`src/rmw_pkg.sv`:
```
// Package for the rotate-and-mask word unit: register map, control word layout,
// operation codes and condition-field packing.
// Assumes a 32-bit APB3 register bus and one 40 MHz clock in the surrounding core.
package rmw_pkg;

    // ========================================================================
    // Word and field widths
    // ========================================================================
    localparam int unsigned WORD_W  = 32;
    localparam int unsigned ROT_W   = 5;
    localparam int unsigned POS_W   = 6;
    localparam int unsigned CR_W    = 4;
    localparam int unsigned CNT_W   = 16;
    localparam int unsigned ADDR_W  = 8;

    // ========================================================================
    // Register byte offsets on the APB bus
    // ========================================================================
    localparam logic [ADDR_W-1:0] OFS_SOURCE  = 8'h00;  // source_reg operand
    localparam logic [ADDR_W-1:0] OFS_TARGET  = 8'h04;  // target_reg, operand and result
    localparam logic [ADDR_W-1:0] OFS_COUNT   = 8'h08;  // count_reg operand
    localparam logic [ADDR_W-1:0] OFS_CONTROL = 8'h0C;  // writing it executes one operation
    localparam logic [ADDR_W-1:0] OFS_CR0     = 8'h10;  // condition field 0, read only
    localparam logic [ADDR_W-1:0] OFS_XER     = 8'h14;  // exception register, software owned
    localparam logic [ADDR_W-1:0] OFS_OPCOUNT = 8'h18;  // executed operation count, read only

    // ========================================================================
    // Reset values
    // ========================================================================
    localparam logic [WORD_W-1:0] RST_WORD = 32'h0000_0000;
    localparam logic [CR_W-1:0]   RST_CR0  = 4'h0;
    localparam logic [CNT_W-1:0]  RST_CNT  = 16'h0000;
    localparam logic [POS_W-1:0]  POS_ONE  = 6'h01;
    localparam int unsigned       XER_SO_BIT = 31;      // Summary-overflow bit in the XER word

    // ========================================================================
    // Operation codes
    // ========================================================================
    typedef enum logic [1:0] {
        RMW_OP_INSERT_IMM = 2'h0,   // Rotate by rotate_count, insert under mask
        RMW_OP_AND_IMM    = 2'h1,   // Rotate by rotate_count, AND with mask
        RMW_OP_AND_REG    = 2'h2,   // Rotate by count_reg, AND with mask
        RMW_OP_INSERT_REG = 2'h3    // Rotate by count_reg, insert under mask
    } rmw_op_t;

    // Control word, low 18 bits of a CONTROL write
    typedef struct packed {
        rmw_op_t          op;
        logic             record_flag;
        logic [ROT_W-1:0] rotate_count;
        logic [ROT_W-1:0] mask_begin;
        logic [ROT_W-1:0] mask_end;
    } rmw_ctrl_t;

    localparam int unsigned CTRL_W = $bits(rmw_ctrl_t);
    localparam rmw_ctrl_t   RST_CTRL = '0;

    // Condition field 0, packed so that a negative result reads as 4'h8
    typedef struct packed {
        logic less_than_zero_flag;
        logic greater_than_zero_flag;
        logic zero_result_flag;
        logic summary_overflow;
    } rmw_cr_t;

endpackage

```
`src/rmw_mask_gen.sv`:
```
// Mask generator of the rotate-and-mask word unit.
// Assumes bit 0 is the most significant bit; purely combinational, no clock.
`timescale 1ns/1ps
module rmw_mask_gen (
    input  wire logic [rmw_pkg::ROT_W-1:0]  mask_begin,  // First bit of the mask, MSB-first numbering
    input  wire logic [rmw_pkg::ROT_W-1:0]  mask_end,    // Last bit of the mask, MSB-first numbering
    output logic      [rmw_pkg::WORD_W-1:0] mask         // Generated mask, mask[31] is bit 0
);

    // ========================================================================
    // Mask from begin and end bounds
    // ========================================================================
    logic [rmw_pkg::POS_W-1:0] begin_w;
    logic [rmw_pkg::POS_W-1:0] end_p1;

    // Widen both bounds so that end plus one cannot wrap
    assign begin_w = {1'b0, mask_begin};
    assign end_p1  = {1'b0, mask_end} + rmw_pkg::POS_ONE;

    // Walk each MSB-first position and decide its mask bit
    always_comb begin
        logic [rmw_pkg::POS_W-1:0] pos;
        pos  = '0;
        mask = '0;
        for (int p = 0; p < int'(rmw_pkg::WORD_W); p++) begin
            pos = rmw_pkg::POS_W'(p);
            if (begin_w < end_p1) begin
                mask[rmw_pkg::WORD_W-1-p] = (pos >= begin_w) && (pos < end_p1);
            end else if (begin_w == end_p1) begin
                mask[rmw_pkg::WORD_W-1-p] = 1'b1;
            end else begin
                mask[rmw_pkg::WORD_W-1-p] = !((pos >= end_p1) && (pos < begin_w));
            end
        end
    end

endmodule

```
`src/rmw_unit.sv`:
```
// Rotate-and-mask word unit: APB3 register slave plus a one-step rotate/mask datapath.
// Assumes an APB3 master on CLK (40 MHz), synchronous active-high RESET, no interrupts.
//
// Overview of operation
// - Immediate insert rotates the source word left by the rotate_count field.
// - Insert takes rotated bits where mask is 1, keeps target bits where 0.
// - Begin below end plus one: ones from begin through end, zeros elsewhere.
// - Begin equal to end plus one: mask is all ones.
// - Begin above end plus one: zeros from end+1 to begin-1, ones elsewhere.
// - Immediate AND writes rotated word ANDed with mask as the whole target.
// - Immediate AND takes its rotate amount from the rotate_count field.
// - Register variants rotate by the low five bits (27-31) of count_reg.
// - Register AND writes count-rotated word ANDed with mask into target.
// - Record flag set: update LT, GT, EQ of field 0 versus zero, copy SO from the exception register.
// - Record flag clear: condition field 0 stays unchanged.
// - No operation ever writes the exception register or its overflow bits.
// - Register insert rotates by count_reg and inserts only where mask is 1.
`timescale 1ns/1ps
module rmw_unit (
    input  wire logic                              CLK,      // 40 MHz clock
    input  wire logic                              RESET,    // Synchronous reset, active high
    input  wire logic                              PSEL,     // APB select
    input  wire logic                              PENABLE,  // APB access phase
    input  wire logic                              PWRITE,   // APB direction, high for write
    input  wire logic [rmw_pkg::ADDR_W-1:0]        PADDR,    // APB byte address
    input  wire logic [rmw_pkg::WORD_W-1:0]        PWDATA,   // APB write data
    output logic      [rmw_pkg::WORD_W-1:0]        PRDATA,   // APB read data
    output logic                                   PREADY,   // APB ready, high in the first access cycle, no wait states
    output logic                                   PSLVERR,  // APB error on unmapped address
    output logic      [rmw_pkg::WORD_W-1:0]        RESULT,   // Current target_reg value
    output logic      [rmw_pkg::CR_W-1:0]          CR0_FLAGS // Condition field 0, LT GT EQ SO
);

    // ========================================================================
    // Declarations
    // ========================================================================
    // Software-visible registers
    logic [rmw_pkg::WORD_W-1:0] source_r;
    logic [rmw_pkg::WORD_W-1:0] target_r;
    logic [rmw_pkg::WORD_W-1:0] count_r;
    logic [rmw_pkg::WORD_W-1:0] xer_r;
    rmw_pkg::rmw_ctrl_t         ctrl_r;
    rmw_pkg::rmw_cr_t           cr0_r;
    logic [rmw_pkg::CNT_W-1:0]  opcount_r;
    logic [rmw_pkg::WORD_W-1:0] prdata_r;
    logic                       pready_r;
    logic                       pslverr_r;

    // Bus decode, write strobes and datapath nets
    logic                       setup_ph;
    logic                       access_done;
    logic                       wr_done;
    logic                       addr_ok;
    logic                       exec;
    logic                       wr_source;
    logic                       wr_target;
    logic                       wr_count;
    logic                       wr_xer;
    rmw_pkg::rmw_ctrl_t         ctrl_new;
    logic [rmw_pkg::ROT_W-1:0]  rot_amt;
    logic [rmw_pkg::WORD_W-1:0] rotated;
    logic [rmw_pkg::WORD_W-1:0] mask;
    logic [rmw_pkg::WORD_W-1:0] result_nxt;
    rmw_pkg::rmw_cr_t           cr0_nxt;
    logic [rmw_pkg::WORD_W-1:0] rd_mux;

    // ========================================================================
    // Functions
    // ========================================================================

    // Rotate a word left; with MSB-first numbering bits move toward bit 0
    function automatic logic [rmw_pkg::WORD_W-1:0] rotl(
        input logic [rmw_pkg::WORD_W-1:0] val,
        input logic [rmw_pkg::ROT_W-1:0]  amt
    );
        logic [2*rmw_pkg::WORD_W-1:0] dbl;
        dbl  = {val, val} << amt;
        rotl = dbl[2*rmw_pkg::WORD_W-1:rmw_pkg::WORD_W];
    endfunction

    // Compare a result against zero and fill condition field 0
    function automatic rmw_pkg::rmw_cr_t cmp_zero(
        input logic [rmw_pkg::WORD_W-1:0] val,
        input logic                       so_bit
    );
        rmw_pkg::rmw_cr_t cr;
        cr.less_than_zero_flag    = val[rmw_pkg::WORD_W-1];
        cr.greater_than_zero_flag = !val[rmw_pkg::WORD_W-1] && (val != '0);
        cr.zero_result_flag       = (val == '0);
        cr.summary_overflow       = so_bit;
        cmp_zero = cr;
    endfunction

    // Insert rotated bits where the mask is 1, keep the old target bits elsewhere
    function automatic logic [rmw_pkg::WORD_W-1:0] insert_merge(
        input logic [rmw_pkg::WORD_W-1:0] rot,
        input logic [rmw_pkg::WORD_W-1:0] old,
        input logic [rmw_pkg::WORD_W-1:0] msk
    );
        insert_merge = (rot & msk) | (old & ~msk);
    endfunction

    // True when an address names one of the mapped registers
    function automatic logic is_mapped(input logic [rmw_pkg::ADDR_W-1:0] a);
        is_mapped = (a == rmw_pkg::OFS_SOURCE)  ||
                    (a == rmw_pkg::OFS_TARGET)  ||
                    (a == rmw_pkg::OFS_COUNT)   ||
                    (a == rmw_pkg::OFS_CONTROL) ||
                    (a == rmw_pkg::OFS_CR0)     ||
                    (a == rmw_pkg::OFS_XER)     ||
                    (a == rmw_pkg::OFS_OPCOUNT);
    endfunction

    // ========================================================================
    // APB phase decode
    // ========================================================================

    // Setup cycle, and the access edge at which a transfer completes
    assign setup_ph    = PSEL && !PENABLE;
    assign access_done = PSEL && PENABLE && pready_r;
    assign addr_ok     = is_mapped(PADDR);

    // Completed writes, and the one that launches an operation
    assign wr_done     = access_done && PWRITE && addr_ok;
    assign exec        = wr_done && (PADDR == rmw_pkg::OFS_CONTROL);

    // One write strobe per software-writable register
    assign wr_source = wr_done && (PADDR == rmw_pkg::OFS_SOURCE);
    assign wr_target = wr_done && (PADDR == rmw_pkg::OFS_TARGET);
    assign wr_count  = wr_done && (PADDR == rmw_pkg::OFS_COUNT);
    assign wr_xer    = wr_done && (PADDR == rmw_pkg::OFS_XER);

    // Control word carried by the write that launches an operation
    assign ctrl_new = rmw_pkg::rmw_ctrl_t'(PWDATA[rmw_pkg::CTRL_W-1:0]);

    // Ready rises in the access cycle and drops after it: no wait states
    always_ff @(posedge CLK) begin
        if (RESET) begin
            pready_r <= 1'b0;
        end else begin
            pready_r <= setup_ph;
        end
    end

    // Error flag for unmapped addresses, valid with ready
    always_ff @(posedge CLK) begin
        if (RESET) begin
            pslverr_r <= 1'b0;
        end else begin
            pslverr_r <= setup_ph && !addr_ok;
        end
    end

    // ========================================================================
    // Datapath
    // ========================================================================

    // Pick the rotate amount by operation
    always_comb begin
        unique case (ctrl_new.op)
            rmw_pkg::RMW_OP_INSERT_IMM: rot_amt = ctrl_new.rotate_count;
            rmw_pkg::RMW_OP_AND_IMM:    rot_amt = ctrl_new.rotate_count;
            rmw_pkg::RMW_OP_AND_REG:    rot_amt = count_r[rmw_pkg::ROT_W-1:0];
            rmw_pkg::RMW_OP_INSERT_REG: rot_amt = count_r[rmw_pkg::ROT_W-1:0];
        endcase
    end

    // Rotate the source word
    assign rotated = rotl(source_r, rot_amt);

    // Mask from the bounds of the launching control word
    rmw_mask_gen u_mask (
        .mask_begin (ctrl_new.mask_begin),
        .mask_end   (ctrl_new.mask_end),
        .mask       (mask)
    );

    // Merge under mask for inserts, plain AND for the others
    always_comb begin
        unique case (ctrl_new.op)
            rmw_pkg::RMW_OP_INSERT_IMM: result_nxt = insert_merge(rotated, target_r, mask);
            rmw_pkg::RMW_OP_INSERT_REG: result_nxt = insert_merge(rotated, target_r, mask);
            rmw_pkg::RMW_OP_AND_IMM:    result_nxt = rotated & mask;
            rmw_pkg::RMW_OP_AND_REG:    result_nxt = rotated & mask;
        endcase
    end

    // Field 0 value with summary overflow copied from the exception register
    assign cr0_nxt = cmp_zero(result_nxt, xer_r[rmw_pkg::XER_SO_BIT]);

    // ========================================================================
    // Registers
    // ========================================================================

    // Source operand, written by software only
    always_ff @(posedge CLK) begin
        if (RESET) begin
            source_r <= rmw_pkg::RST_WORD;
        end else if (wr_source) begin
            source_r <= PWDATA;
        end
    end

    // Count operand, written by software only
    always_ff @(posedge CLK) begin
        if (RESET) begin
            count_r <= rmw_pkg::RST_WORD;
        end else if (wr_count) begin
            count_r <= PWDATA;
        end
    end

    // Target: result of an operation, or a direct software write
    always_ff @(posedge CLK) begin
        if (RESET) begin
            target_r <= rmw_pkg::RST_WORD;
        end else if (exec) begin
            target_r <= result_nxt;
        end else if (wr_target) begin
            target_r <= PWDATA;
        end
    end

    // Last control word, kept for read back
    always_ff @(posedge CLK) begin
        if (RESET) begin
            ctrl_r <= rmw_pkg::RST_CTRL;
        end else if (exec) begin
            ctrl_r <= ctrl_new;
        end
    end

    // Exception register: only software writes it, operations never do
    always_ff @(posedge CLK) begin
        if (RESET) begin
            xer_r <= rmw_pkg::RST_WORD;
        end else if (wr_xer) begin
            xer_r <= PWDATA;
        end
    end

    // Condition field 0 changes only for a recorded operation
    always_ff @(posedge CLK) begin
        if (RESET) begin
            cr0_r <= rmw_pkg::rmw_cr_t'(rmw_pkg::RST_CR0);
        end else if (exec && ctrl_new.record_flag) begin
            cr0_r <= cr0_nxt;
        end
    end

    // Count of executed operations, wraps silently
    always_ff @(posedge CLK) begin
        if (RESET) begin
            opcount_r <= rmw_pkg::RST_CNT;
        end else if (exec) begin
            opcount_r <= opcount_r + 1'b1;
        end
    end

    // ========================================================================
    // Read data, captured in the setup cycle
    // ========================================================================

    // Read multiplexer; unmapped offsets read as zero
    always_comb begin
        unique case (PADDR)
            rmw_pkg::OFS_SOURCE:  rd_mux = source_r;
            rmw_pkg::OFS_TARGET:  rd_mux = target_r;
            rmw_pkg::OFS_COUNT:   rd_mux = count_r;
            rmw_pkg::OFS_CONTROL: rd_mux = rmw_pkg::WORD_W'(ctrl_r);
            rmw_pkg::OFS_CR0:     rd_mux = rmw_pkg::WORD_W'(cr0_r);
            rmw_pkg::OFS_XER:     rd_mux = xer_r;
            rmw_pkg::OFS_OPCOUNT: rd_mux = rmw_pkg::WORD_W'(opcount_r);
            default:              rd_mux = rmw_pkg::RST_WORD;
        endcase
    end

    // Registers cannot change between setup and access except by this transfer,
    // so sampling in the setup cycle gives the value current at the access edge
    always_ff @(posedge CLK) begin
        if (RESET) begin
            prdata_r <= rmw_pkg::RST_WORD;
        end else if (setup_ph && !PWRITE) begin
            prdata_r <= rd_mux;
        end else if (access_done) begin
            prdata_r <= rmw_pkg::RST_WORD;
        end
    end

    // ========================================================================
    // Outputs, all straight from flip-flops
    // ========================================================================
    // Bus answer, result and condition field outputs
    assign PRDATA    = prdata_r;
    assign PREADY    = pready_r;
    assign PSLVERR   = pslverr_r;
    assign RESULT    = target_r;
    assign CR0_FLAGS = cr0_r;

endmodule

```
`config.mk`:
```
export PLATFORM = sky130hd
export DESIGN_NAME = rmw_unit
export DESIGN_NICKNAME = d
export VERILOG_FILES = /design/src/rmw_pkg.sv /design/src/rmw_mask_gen.sv /design/src/rmw_unit.sv
export SDC_FILE = /design/constraint.sdc
export NUM_CORES = 1
export LEC_CHECK = 0
export BUFFER_PORTS_ARGS = -buffer_cell sky130_fd_sc_hd__buf_2
export CAP_MARGIN = 20
export CORE_MARGIN = 4
export CORE_UTILIZATION = 45
export CTS_BUF_LIST = sky130_fd_sc_hd__clkbuf_16
export CTS_CLUSTER_DIAMETER = 40
export DETAILED_ROUTE_END_ITERATION = 6
export SYNTH_ARGS = -nofsm -noshare
export SYNTH_HDL_FRONTEND = slang
export SYNTH_HIERARCHICAL = 1
export SYNTH_SLANG_ARGS = --single-unit
```
`constraint.sdc`:
```
create_clock -name CLK -period 9 [get_ports CLK]
set_clock_uncertainty 0.15 [all_clocks]
set_input_delay 0 -clock CLK [delete_from_list [all_inputs] [get_ports CLK]]
set_output_delay 0 -clock CLK [all_outputs]
set_load 0.01 [all_outputs]
```
# Yosys cells after proc, flatten, opt, wreduce, memory -nomap -nowiden
# Index checks and enable logic that the tools add are counted.
# classes
order_cmp	129
n_reduce_logical	130
addsub	2
shift	1
mux	71
n_eq_ne	10
bitwise_logic	4
# ops
cell	n
32-bit case mux with 7 select lines	1
32-bit 2-to-1 mux	4
5-bit by 6-bit greater-or-equal comparator with 1-bit output (first input constant)	16
5-bit by 6-bit less-than comparator with 1-bit output (first input constant)	16
5-bit greater-or-equal comparator (first input constant)	16
5-bit less-than comparator (first input constant)	16
1-bit logical AND	78
32-bit bitwise AND	2
1-bit 2-to-1 mux	64
32-bit case mux with 2 select lines	1
64-bit by 5-bit << shifter with 64-bit output	1
4-bit by 6-bit greater-or-equal comparator with 1-bit output (first input constant)	8
4-bit by 6-bit less-than comparator with 1-bit output (first input constant)	8
4-bit by 5-bit greater-or-equal comparator with 1-bit output (first input constant)	8
4-bit by 5-bit less-than comparator with 1-bit output (first input constant)	8
1-bit logical NOT	36
32-bit logical NOT	1
32-bit NOT	1
32-bit OR	1
32-bit nonzero test	1
8-bit by 5-bit equality test with 1-bit output (second input constant)	3
3-bit by 6-bit greater-or-equal comparator with 1-bit output (first input constant)	4
3-bit by 6-bit less-than comparator with 1-bit output (first input constant)	4
3-bit by 5-bit greater-or-equal comparator with 1-bit output (first input constant)	4
other kinds (23)	45
# word_totals
regBits	200
out_inout_bits	70
word_cells	364
inputBits	45

# Logic depth before layout (Yosys ltp)
# Gate-level depths: netlist (run 1).
# logic_depth
ltp_word	12
mapped_depth	18
mapped_depth_nobuf	17

# Hierarchy
# The synthesis (run 1) kept the hierarchy.
# modules_own_cells
module	cells_per_inst	area_each_um2	seq_area_each_um2	instances
rmw_unit	1560	11466.0	4003.8	1
rmw_mask_gen	290	1755.4	0.0	1

# Worst setup path after synthesis (run 1)
# Ideal clock, no wire load.
# synth_timing
path_type	input-to-reg
from	input PWDATA[0] (netlist bit)
to	register cr0_r (netlist bit CR0_FLAGS[1])
n_path_buf	2
required_ns	8.791
setup_time_ns	0.059
stages	18
t_arrival_ns	3.294
setup_slack_ns	5.497
path_cell_list	buf_2 -> inv_1 -> ha_1 -> ha_1 -> a21oi_1 -> and3b_1 -> a32o_1 -> a31oi_4 -> clkbuf_1 -> a2bb2oi_1 -> nand2_1 -> a211oi_1 -> a311oi_2 -> o2111ai_1 -> nor4_2 -> nand4_1 -> nor3_2 -> a22o_1
# synth_between
elab_chain_cells	11
word_cells_on_any_way	233
cone_classes	add/sub: 1; order compare: 65; eq/ne: 1; mux: 65; bitwise: 4; reduce/logical: 97
# synth_lines
element	line_no	rtl
from (decl)	rmw_unit.sv:26	input wire logic [rmw_pkg::WORD_W-1:0] PWDATA,
5-bit by 1-bit adder with 6-bit output (*)	rmw_mask_gen.sv:18	assign end_p1 = {1'b0, mask_end} + rmw_pkg::POS_ONE;
4-bit by 6-bit greater-or-equal comparator with 1-bit output	rmw_mask_gen.sv:32	mask[rmw_pkg::WORD_W-1-p] = !((pos >= end_p1) && (pos < begin_w));
1-bit logical AND	rmw_mask_gen.sv:32	
1-bit logical NOT	rmw_mask_gen.sv:32	
1-bit 2-to-1 mux	rmw_mask_gen.sv:29	end else if (begin_w == end_p1) begin
1-bit 2-to-1 mux (*)	rmw_mask_gen.sv:27	if (begin_w < end_p1) begin
named net mask (one bit)	rmw_unit.sv:62	logic [rmw_pkg::WORD_W-1:0] mask;
32-bit NOT	rmw_unit.sv:100	insert_merge = (rot & msk) | (old & ~msk);
32-bit bitwise AND	rmw_unit.sv:100	
32-bit OR	rmw_unit.sv:100	
32-bit case mux with 2 select lines (*)	rmw_unit.sv:180	unique case (ctrl_new.op)
32-bit logical NOT (*)	rmw_unit.sv:89	cr.zero_result_flag = (val == '0);
to (signal assigned)	rmw_unit.sv:245	cr0_r <= rmw_pkg::rmw_cr_t'(rmw_pkg::RST_CR0);
to (signal assigned)	rmw_unit.sv:247	cr0_r <= cr0_nxt;
to (decl)	rmw_unit.sv:43	rmw_pkg::rmw_cr_t cr0_r;
# The timed path passes the listed nets; every way through them passes the cells marked *.
# A chain may end at the register's enable or synchronous reset.

# Worst setup path after layout (run 1)
# layout_timing
from	input PWDATA[1] (netlist bit)
to	register cr0_r (netlist bit CR0_FLAGS[1])
# Same word-level chain as after synthesis.

==> results of run 1 <==
-- power by group through the flow --
| stage | Combinational (mW) | Clock, mW | Sequential [mW] |
|---|---|---|---|
| after floorplan | 0.282 | 0 | 0.906 |
| after detailed placement | 0.394 | 0 | 0.905 |
| final | 0.420 | 0.867 | 0.885 |
| after global placement | 0.391 | 0 | 0.905 |
| after CTS | 0.408 | 0.877 | 0.885 |
| after global routing | 0.447 | 0.909 | 0.885 |
-- critical path, cell delays in order --
cell           delay [ns]
dlygate4sd3_1        0.52
buf_2                0.29
ha_1                 0.75
and2b_1              0.29
o21bai_1             0.18
a211o_1              0.32
a32o_1               0.30
a31oi_4              0.64
a21oi_1              0.08
a2bb2oi_1            0.21
nand2_1              0.11
a211oi_1             0.05
a311oi_2             0.31
o2111ai_1            0.17
nor4_2               0.35
nand4_1              0.17
nor3_2               0.31
a22o_1               0.19
-- metal layers --
metal  vias up  GRT usage (%)  wire length [um]
met5         -              0                 0
met4         0           13.3              2420
met3       123           5.66              4090
met2       740           47.1             23100
met1      6901           44.7             23400
li1       6745              -                 -
-- cells by family (layout without fill, tap and decap cells) --
family,Yosys count,count (layout),synth area share (%)
compound gates,586,586,29.2
simple gates,808,808,27.9
mux,53,53,4.18
other cells,0,1,0
fa+ha+maj,12,12,1.09
xor+xnor,16,16,1.06
flops,200,200,30.3
buf+inv,175,225,6.26
-- stage by stage --
step / worst slack [ns] / total power [mW]
after global placement: 4.34 / 1.30
after global routing: 3.61 / 2.24
final: 4.00 / 2.17
after floorplan: 5.50 / 1.19
after CTS: 4.12 / 2.17
after detailed placement: 4.19 / 1.30
-- timing repair --
item / in CTS / in global routing
hold buffers: 37 / 0
setup buffers: 0 / 0
endpoints found under the hold margin: 178 / 0
-- registers in the layout, indices dropped and copies added, names as in the netlist --
signal     count
xer_r         32
opcount_r     16
ctrl_r        18
count_r       32
RESULT        32
CR0_FLAGS      4
PRDATA        32
source_r      32
PSLVERR        1
PREADY         1
-- cell usage in the layout, fill, tap and decap left out, types with 11 or more instances in the layout --
cell,count
mux2i_1,45
o211ai_1,12
nor3_1,25
nand3_1,117
o2111ai_2,22
a22oi_1,24
buf_4,24
inv_1,15
dlygate4sd3_1,37
o21ai_1,29
dfxtp_1,200
a21oi_1,256
buf_2,113
a221oi_1,28
clkbuf_16,17
o22ai_1,45
xor2_1,11
nor2_1,185
o21ai_0,61
o2111ai_1,11
a211oi_1,11
nand2_1,356
nand3_2,29
-- area by class of cell --
class | count | area [um^2] | area share, %
Multi-Input combinational cell | 1475 | 8440 | 56.8
Sequential cell | 200 | 4000 | 26.9
Timing Repair Buffer | 178 | 1210 | 8.14
Tap cell | 384 | 480 | 3.23
Clock buffer | 17 | 425 | 2.86
Clock inverter | 15 | 241 | 1.62
Inverter | 15 | 56.3 | 0.379
Antenna cell | 1 | 2.50 | 0.0168
-- path summary, 6_finish.rpt --
kind	start	endpoint	slack [ns]	cells after the start
worst max-delay path	PWDATA[1]	CR0_FLAGS[1]	4.00	18
worst min-delay path	PADDR[6]	PSLVERR	0.05	5
worst max register to register	count_r[0]	CR0_FLAGS[1]	5.35	12
worst min register to register	count_r[26]	count_r[26]	0.31	2
==> qor.yml, run 1 <==
place_area_um2: 13800
fin_crit_ns: 5.00
p_switching_mw: 0.710
grt_first_pass_wirelength_um: 81800
synth_nets: 1903
numClockSinks: 200
worstHoldPathType: "input port to flop"
worst_pin_slew_ns: 1.16
synth_top_area_share_pct: 30.3
fin_crit_sh_pct: 55.6
finalHoldViolations: 0
antenna_found_initial: 0
final-instance-count-excl-fill: 2285
wire_per_inst_um: 23.2
ys_async_sr_fraction_pct: 0
ys_ff_latch: 200
grt_setup_unrepaired: "false"
cts-resized-gates: 0
pwr-share-comb_pct: 19.3
relSlewSlack_pct: 22.5
drt-vias-per-instance: 6.35
io_buffers: 114
drt_iter0_drc: 1659
utilization_pct: 51.5
area_delta_synth_final_pct: 12.4
fin_nets: 1940
boundaryPins: 115
internal_power_mw: 1.46
status: "finished clean"
ys_top_cells_by_count: "nand2_1, a21oi_1, dfxtp_1"
sequentialPowerShare_pct: 40.7
stdcell_area_um2: 14900
drv_cap: 0
n_fill_cell: 2882
vias: 14500
cp.required_ns: 9.24
ys_seq_area_share_pct: 30.3
synth_ff_type: "dfxtp_1"
synth_area_leader_cell: "dfxtp_1"
fp.coreArea_um2: 28900
die_area_um2: 32200
gp_congestion: 0.964
cts_made_buffers: 17
synth_area_leaders: "dfxtp_1, nand2_1, a21oi_1"
htreeDepth: 4
die_h_um: 179
finalSetupTns_ns: 0
crit_path_end_kind: "flop"
place_inst: 2213
final-setup-viol-count: 0
hold_ws_ns: 0.0541
ys_warn_count: 6
peakVddDrop_uv: 125
die_x_um: 179
cp_data_arrival_time_ns: 5.24
clk_pin_slew_ns: 0.08
synth_edf_count: 0
grt_max_degree: 114
synth_area_um2: 13200
grt.overflow.total: 0
yosysMostFrequentCell: "nand2_1"
startpoint_type: "input port"
clk_path_buf_depth: 2
clockPowerShare_pct: 39.9
avgSynthCellArea_um2: 7.15
p_leak_nw: 5.17
dr.pass1.iters: 6
ant_nets: 0
syn_inst: 1850
powerDensity_nw_per_um2: 146
finalWirelength_um: 53000
maxSlewViolCount: 0
insertion_delay_ns: 0.45
gr-usage-all-layers_pct: 31.5
synthDistinctLibCells: 87
start_util_pct: 45.8
cp_max_fo: 28
cts_tree: "done"
cts_root_buf: "clkbuf_16"
layout-drive-gt1-share_pct: 14.3
crit_type: "input port to flop"
drc_errors: 0
max_freq_mhz: 200
sw_frac_of_total_pct: 32.7
grt_pass1_vias: 13400
num_rows: 62
dp_hpwl_um: 36900
Note: power is estimated with default switching activity, not from simulation.
==> run 2: changes to the inputs <==
--- a/config.mk
+++ b/config.mk
@@ -12,6 +12,7 @@
 export CTS_BUF_LIST = sky130_fd_sc_hd__clkbuf_16
 export CTS_CLUSTER_DIAMETER = 40
 export DETAILED_ROUTE_END_ITERATION = 6
+export PLACE_DENSITY = 0.65
 export SYNTH_ARGS = -nofsm -noshare
 export SYNTH_HDL_FRONTEND = slang
 export SYNTH_HIERARCHICAL = 1
==> constraint.sdc (replaced) <==
create_clock -name CLK -period 4.4 [get_ports CLK]
set_clock_uncertainty 0.15 [all_clocks]
set_input_delay 0 -clock CLK [delete_from_list [all_inputs] [get_ports CLK]]
set_output_delay 0 -clock CLK [all_outputs]
set_load 0.01 [all_outputs]
==> run 2 against run 1 <==
  * Final cell count is 1.4% higher
  * Sequential share of layout area is 0.45 points lower
  * Power is 100% higher
  * First-iteration DRC count is 17% higher
  * Combinational power is 120% higher
  * Design area is 1.7% higher
  * Clock power is 95% higher
  * Core utilization is 0.87 points higher
  * Critical path depth is 1 higher
  * Critical endpoint unchanged
==> qor.yml, run 2 (same netlist as run 1, synthesis figures left out) <==
status: "finished clean"  # unchanged
grt_setup_unrepaired: "false"  # unchanged
final-setup-viol-count: 0  # unchanged
relSlewSlack_pct: 22.0  # was 22.5%
reg2reg_depth: 12  # unchanged
grt_first_pass_wirelength_um: 82900  # was 81800 um
cp_top_family: "compound AO/OA/AOI/OAI gates"  # unchanged
maxSlewViolCount: 0  # unchanged
utilization_pct: 52.4  # was 51.5%
max_freq_mhz: 244
insertion_delay_ns: 0.46  # was 0.45 ns
layout-drive-gt1-share_pct: 15.8  # was 14.3%
worstHoldPathType: "input port to flop"  # unchanged
grt.overflow.total: 0  # unchanged
cp_data_arrival_time_ns: 4.34  # was 5.24 ns
cts_root_buf: "clkbuf_16"  # unchanged
cts_tree: "done"  # unchanged
cpPeakStageDelay_ns: 0.53  # was 0.75 ns
numClockSinks: 200  # unchanged
drt_iter0_drc: 1941  # was 1659
hp-start: "PADDR[4]"  # was PADDR[6]
r2r-start: "count_r[1]"  # was count_r[0]
drv_cap: 0  # unchanged
gp_congestion: 1.00  # was 0.964
mostFrequentLayoutCell: "nand2_1"  # unchanged
fin_crit_sh_pct: 93.1
clk_pin_slew_ns: 0.10  # was 0.08 ns
start_util_pct: 45.8  # unchanged
holdPathEnd: "PRDATA[1]"  # was PSLVERR
powerDensity_nw_per_um2: 291  # was 146 nW/um^2
cp_max_fo: 15  # was 28
antenna_found_initial: 1  # was 0
drt-vias-per-instance: 6.40  # was 6.35
fin_nets: 1973  # was 1940
boundaryPins: 115  # unchanged
critPathMostFrequentCell: "a21oi_1"
n_antenna_cell: 0  # was 1
worst_pin_slew_ns: 1.15  # was 1.16 ns
cts_made_buffers: 17  # unchanged
cp_cell_sequence: "dlygate4sd3_1 > clkbuf_4 > inv_1 > ha_2 > ha_1 > a21oi_1 > and3b_1 > a32o_1 > a31oi_4 > a21oi_1 > a2bb2oi_1 > nand2_1 > a211oi_1 > a311oi_2 > o2111ai_1 > nor4_2 > nand4_1 > nor3_2 > a22o_1"  # was dlygate4sd3_1 > buf_2 > ha_1 > and2b_1 > o21bai_1 > a211o_1 > a32o_1 > a31oi_4 > a21oi_1 > a2bb2oi_1 > nand2_1 > a211oi_1 > a311oi_2 > o2111ai_1 > nor4_2 > nand4_1 > nor3_2 > a22o_1
cp.required_ns: 4.64  # was 9.24 ns
rrSetupSlack_ns: 0.71  # was 5.35 ns
die_h_um: 179  # unchanged
grt_max_degree: 111  # was 114
n_fill_cell: 2888  # was 2882
finalHoldViolations: 0  # unchanged
stdcell_area_um2: 15100  # was 14900 um^2
finalWirelength_um: 55200  # was 53000 um
crit_type: "input port to flop"  # unchanged
fp.coreArea_um2: 28900  # unchanged
most-common-layout-cells: "nand2_1, a21oi_1, dfxtp_1"  # unchanged
crit_path_end_kind: "flop"  # unchanged
cp.buffers_inverters: 3  # was 2
hold_path_depth: 4  # was 5
io_buffers: 114  # unchanged
area_delta_synth_final_pct: 14.3  # was 12.4%
grt_pass1_vias: 13400  # about the same
ant_nets: 0  # unchanged
htreeDepth: 4  # unchanged
fin_crit_ns: 4.09
num_rows: 62  # unchanged
r2r-end: "CR0_FLAGS[1]"  # unchanged
wire_per_inst_um: 23.8  # was 23.2 um
p_leak_nw: 5.32  # was 5.17 nW
gr-usage-all-layers_pct: 32.4  # was 31.5%
place_area_um2: 14000  # was 13800 um^2
startpoint_type: "input port"  # unchanged
slowest_stage: "dlygate4sd3_1"  # was ha_1
vias: 14800  # was 14500
clk_path_buf_depth: 2  # unchanged
die_x_um: 179  # unchanged
drc_errors: 0  # unchanged
dp_hpwl_um: 40100  # was 36900 um
die_area_um2: 32200  # unchanged
peakVddDrop_uv: 261  # was 125 uV
dr.pass1.iters: 6  # unchanged
finalSetupTns_ns: 0  # unchanged
path_depth: 19  # was 18
run 2: power by group:
group          leakage [nW]  switching, mW  internal, mW
registers              1.61       0.000494          1.81
logic                  3.41          0.593         0.311
clock network         0.304          0.890         0.800
total                  5.32           1.48          2.92
run 2: metrics by stage:
stage                     instances  setup WS (ns)  power (mW)  hold WS, ns
after floorplan                1850          0.897        2.43      -0.0140
after global placement         2245          0.366        2.69        0.131
after detailed placement       2245          0.334        2.69        0.136
after CTS                      2313          0.250        4.38       0.0263
after global routing           2317         0.0286        4.55       0.0663
final                          2317          0.306        4.40       0.0478
run 2: how the worst max path moves through the flow:
stage	start	to	slack (ns)
2_1_floorplan	PWDATA[0]	CR0_FLAGS[1]	0.90
3_3_place_gp	PWDATA[0]	CR0_FLAGS[2]	0.37
3_5_place_dp	PWDATA[0]	CR0_FLAGS[1]	0.33
4_1_cts	PWDATA[0]	CR0_FLAGS[1]	0.25
5_1_grt	PWDATA[16]	CR0_FLAGS[1]	0.03
6_report	PWDATA[0]	CR0_FLAGS[1]	0.31
run 2: area by class of cell:
type	count	area (um^2)	area share [%]
multi-input cells	1475	8450	55.9
clock inverters	15	216	1.43
inverters	15	56.3	0.373
clock buffers	17	425	2.81
repair buffers	211	1480	9.81
flip-flops and latches	200	4000	26.5
well taps	384	480	3.18
run 2: per-layer routing:
metal	up-vias	GRT usage [%]	wire length, um
li1	6828	-	-
met1	7071	45.4	23400
met2	809	50.5	24800
met3	111	4.81	4670
met4	2	12.3	2310
met5	-	0	13
run 2: worst register-to-register path: cells and delay by family (launching register included):
family	cells	cell delay, ns
AOI/OAI and AO/OA	6	1.77
DFF	1	0.39
and+or+nand+nor	5	1.04
buffers and inverters	1	0.31
run 2: repair_timing:
item	in CTS	in global routing
resized for setup	0	4
endpoints found under the setup margin	0	2
endpoints found under the hold margin	179	0
setup buffers	0	1
hold buffers	36	0
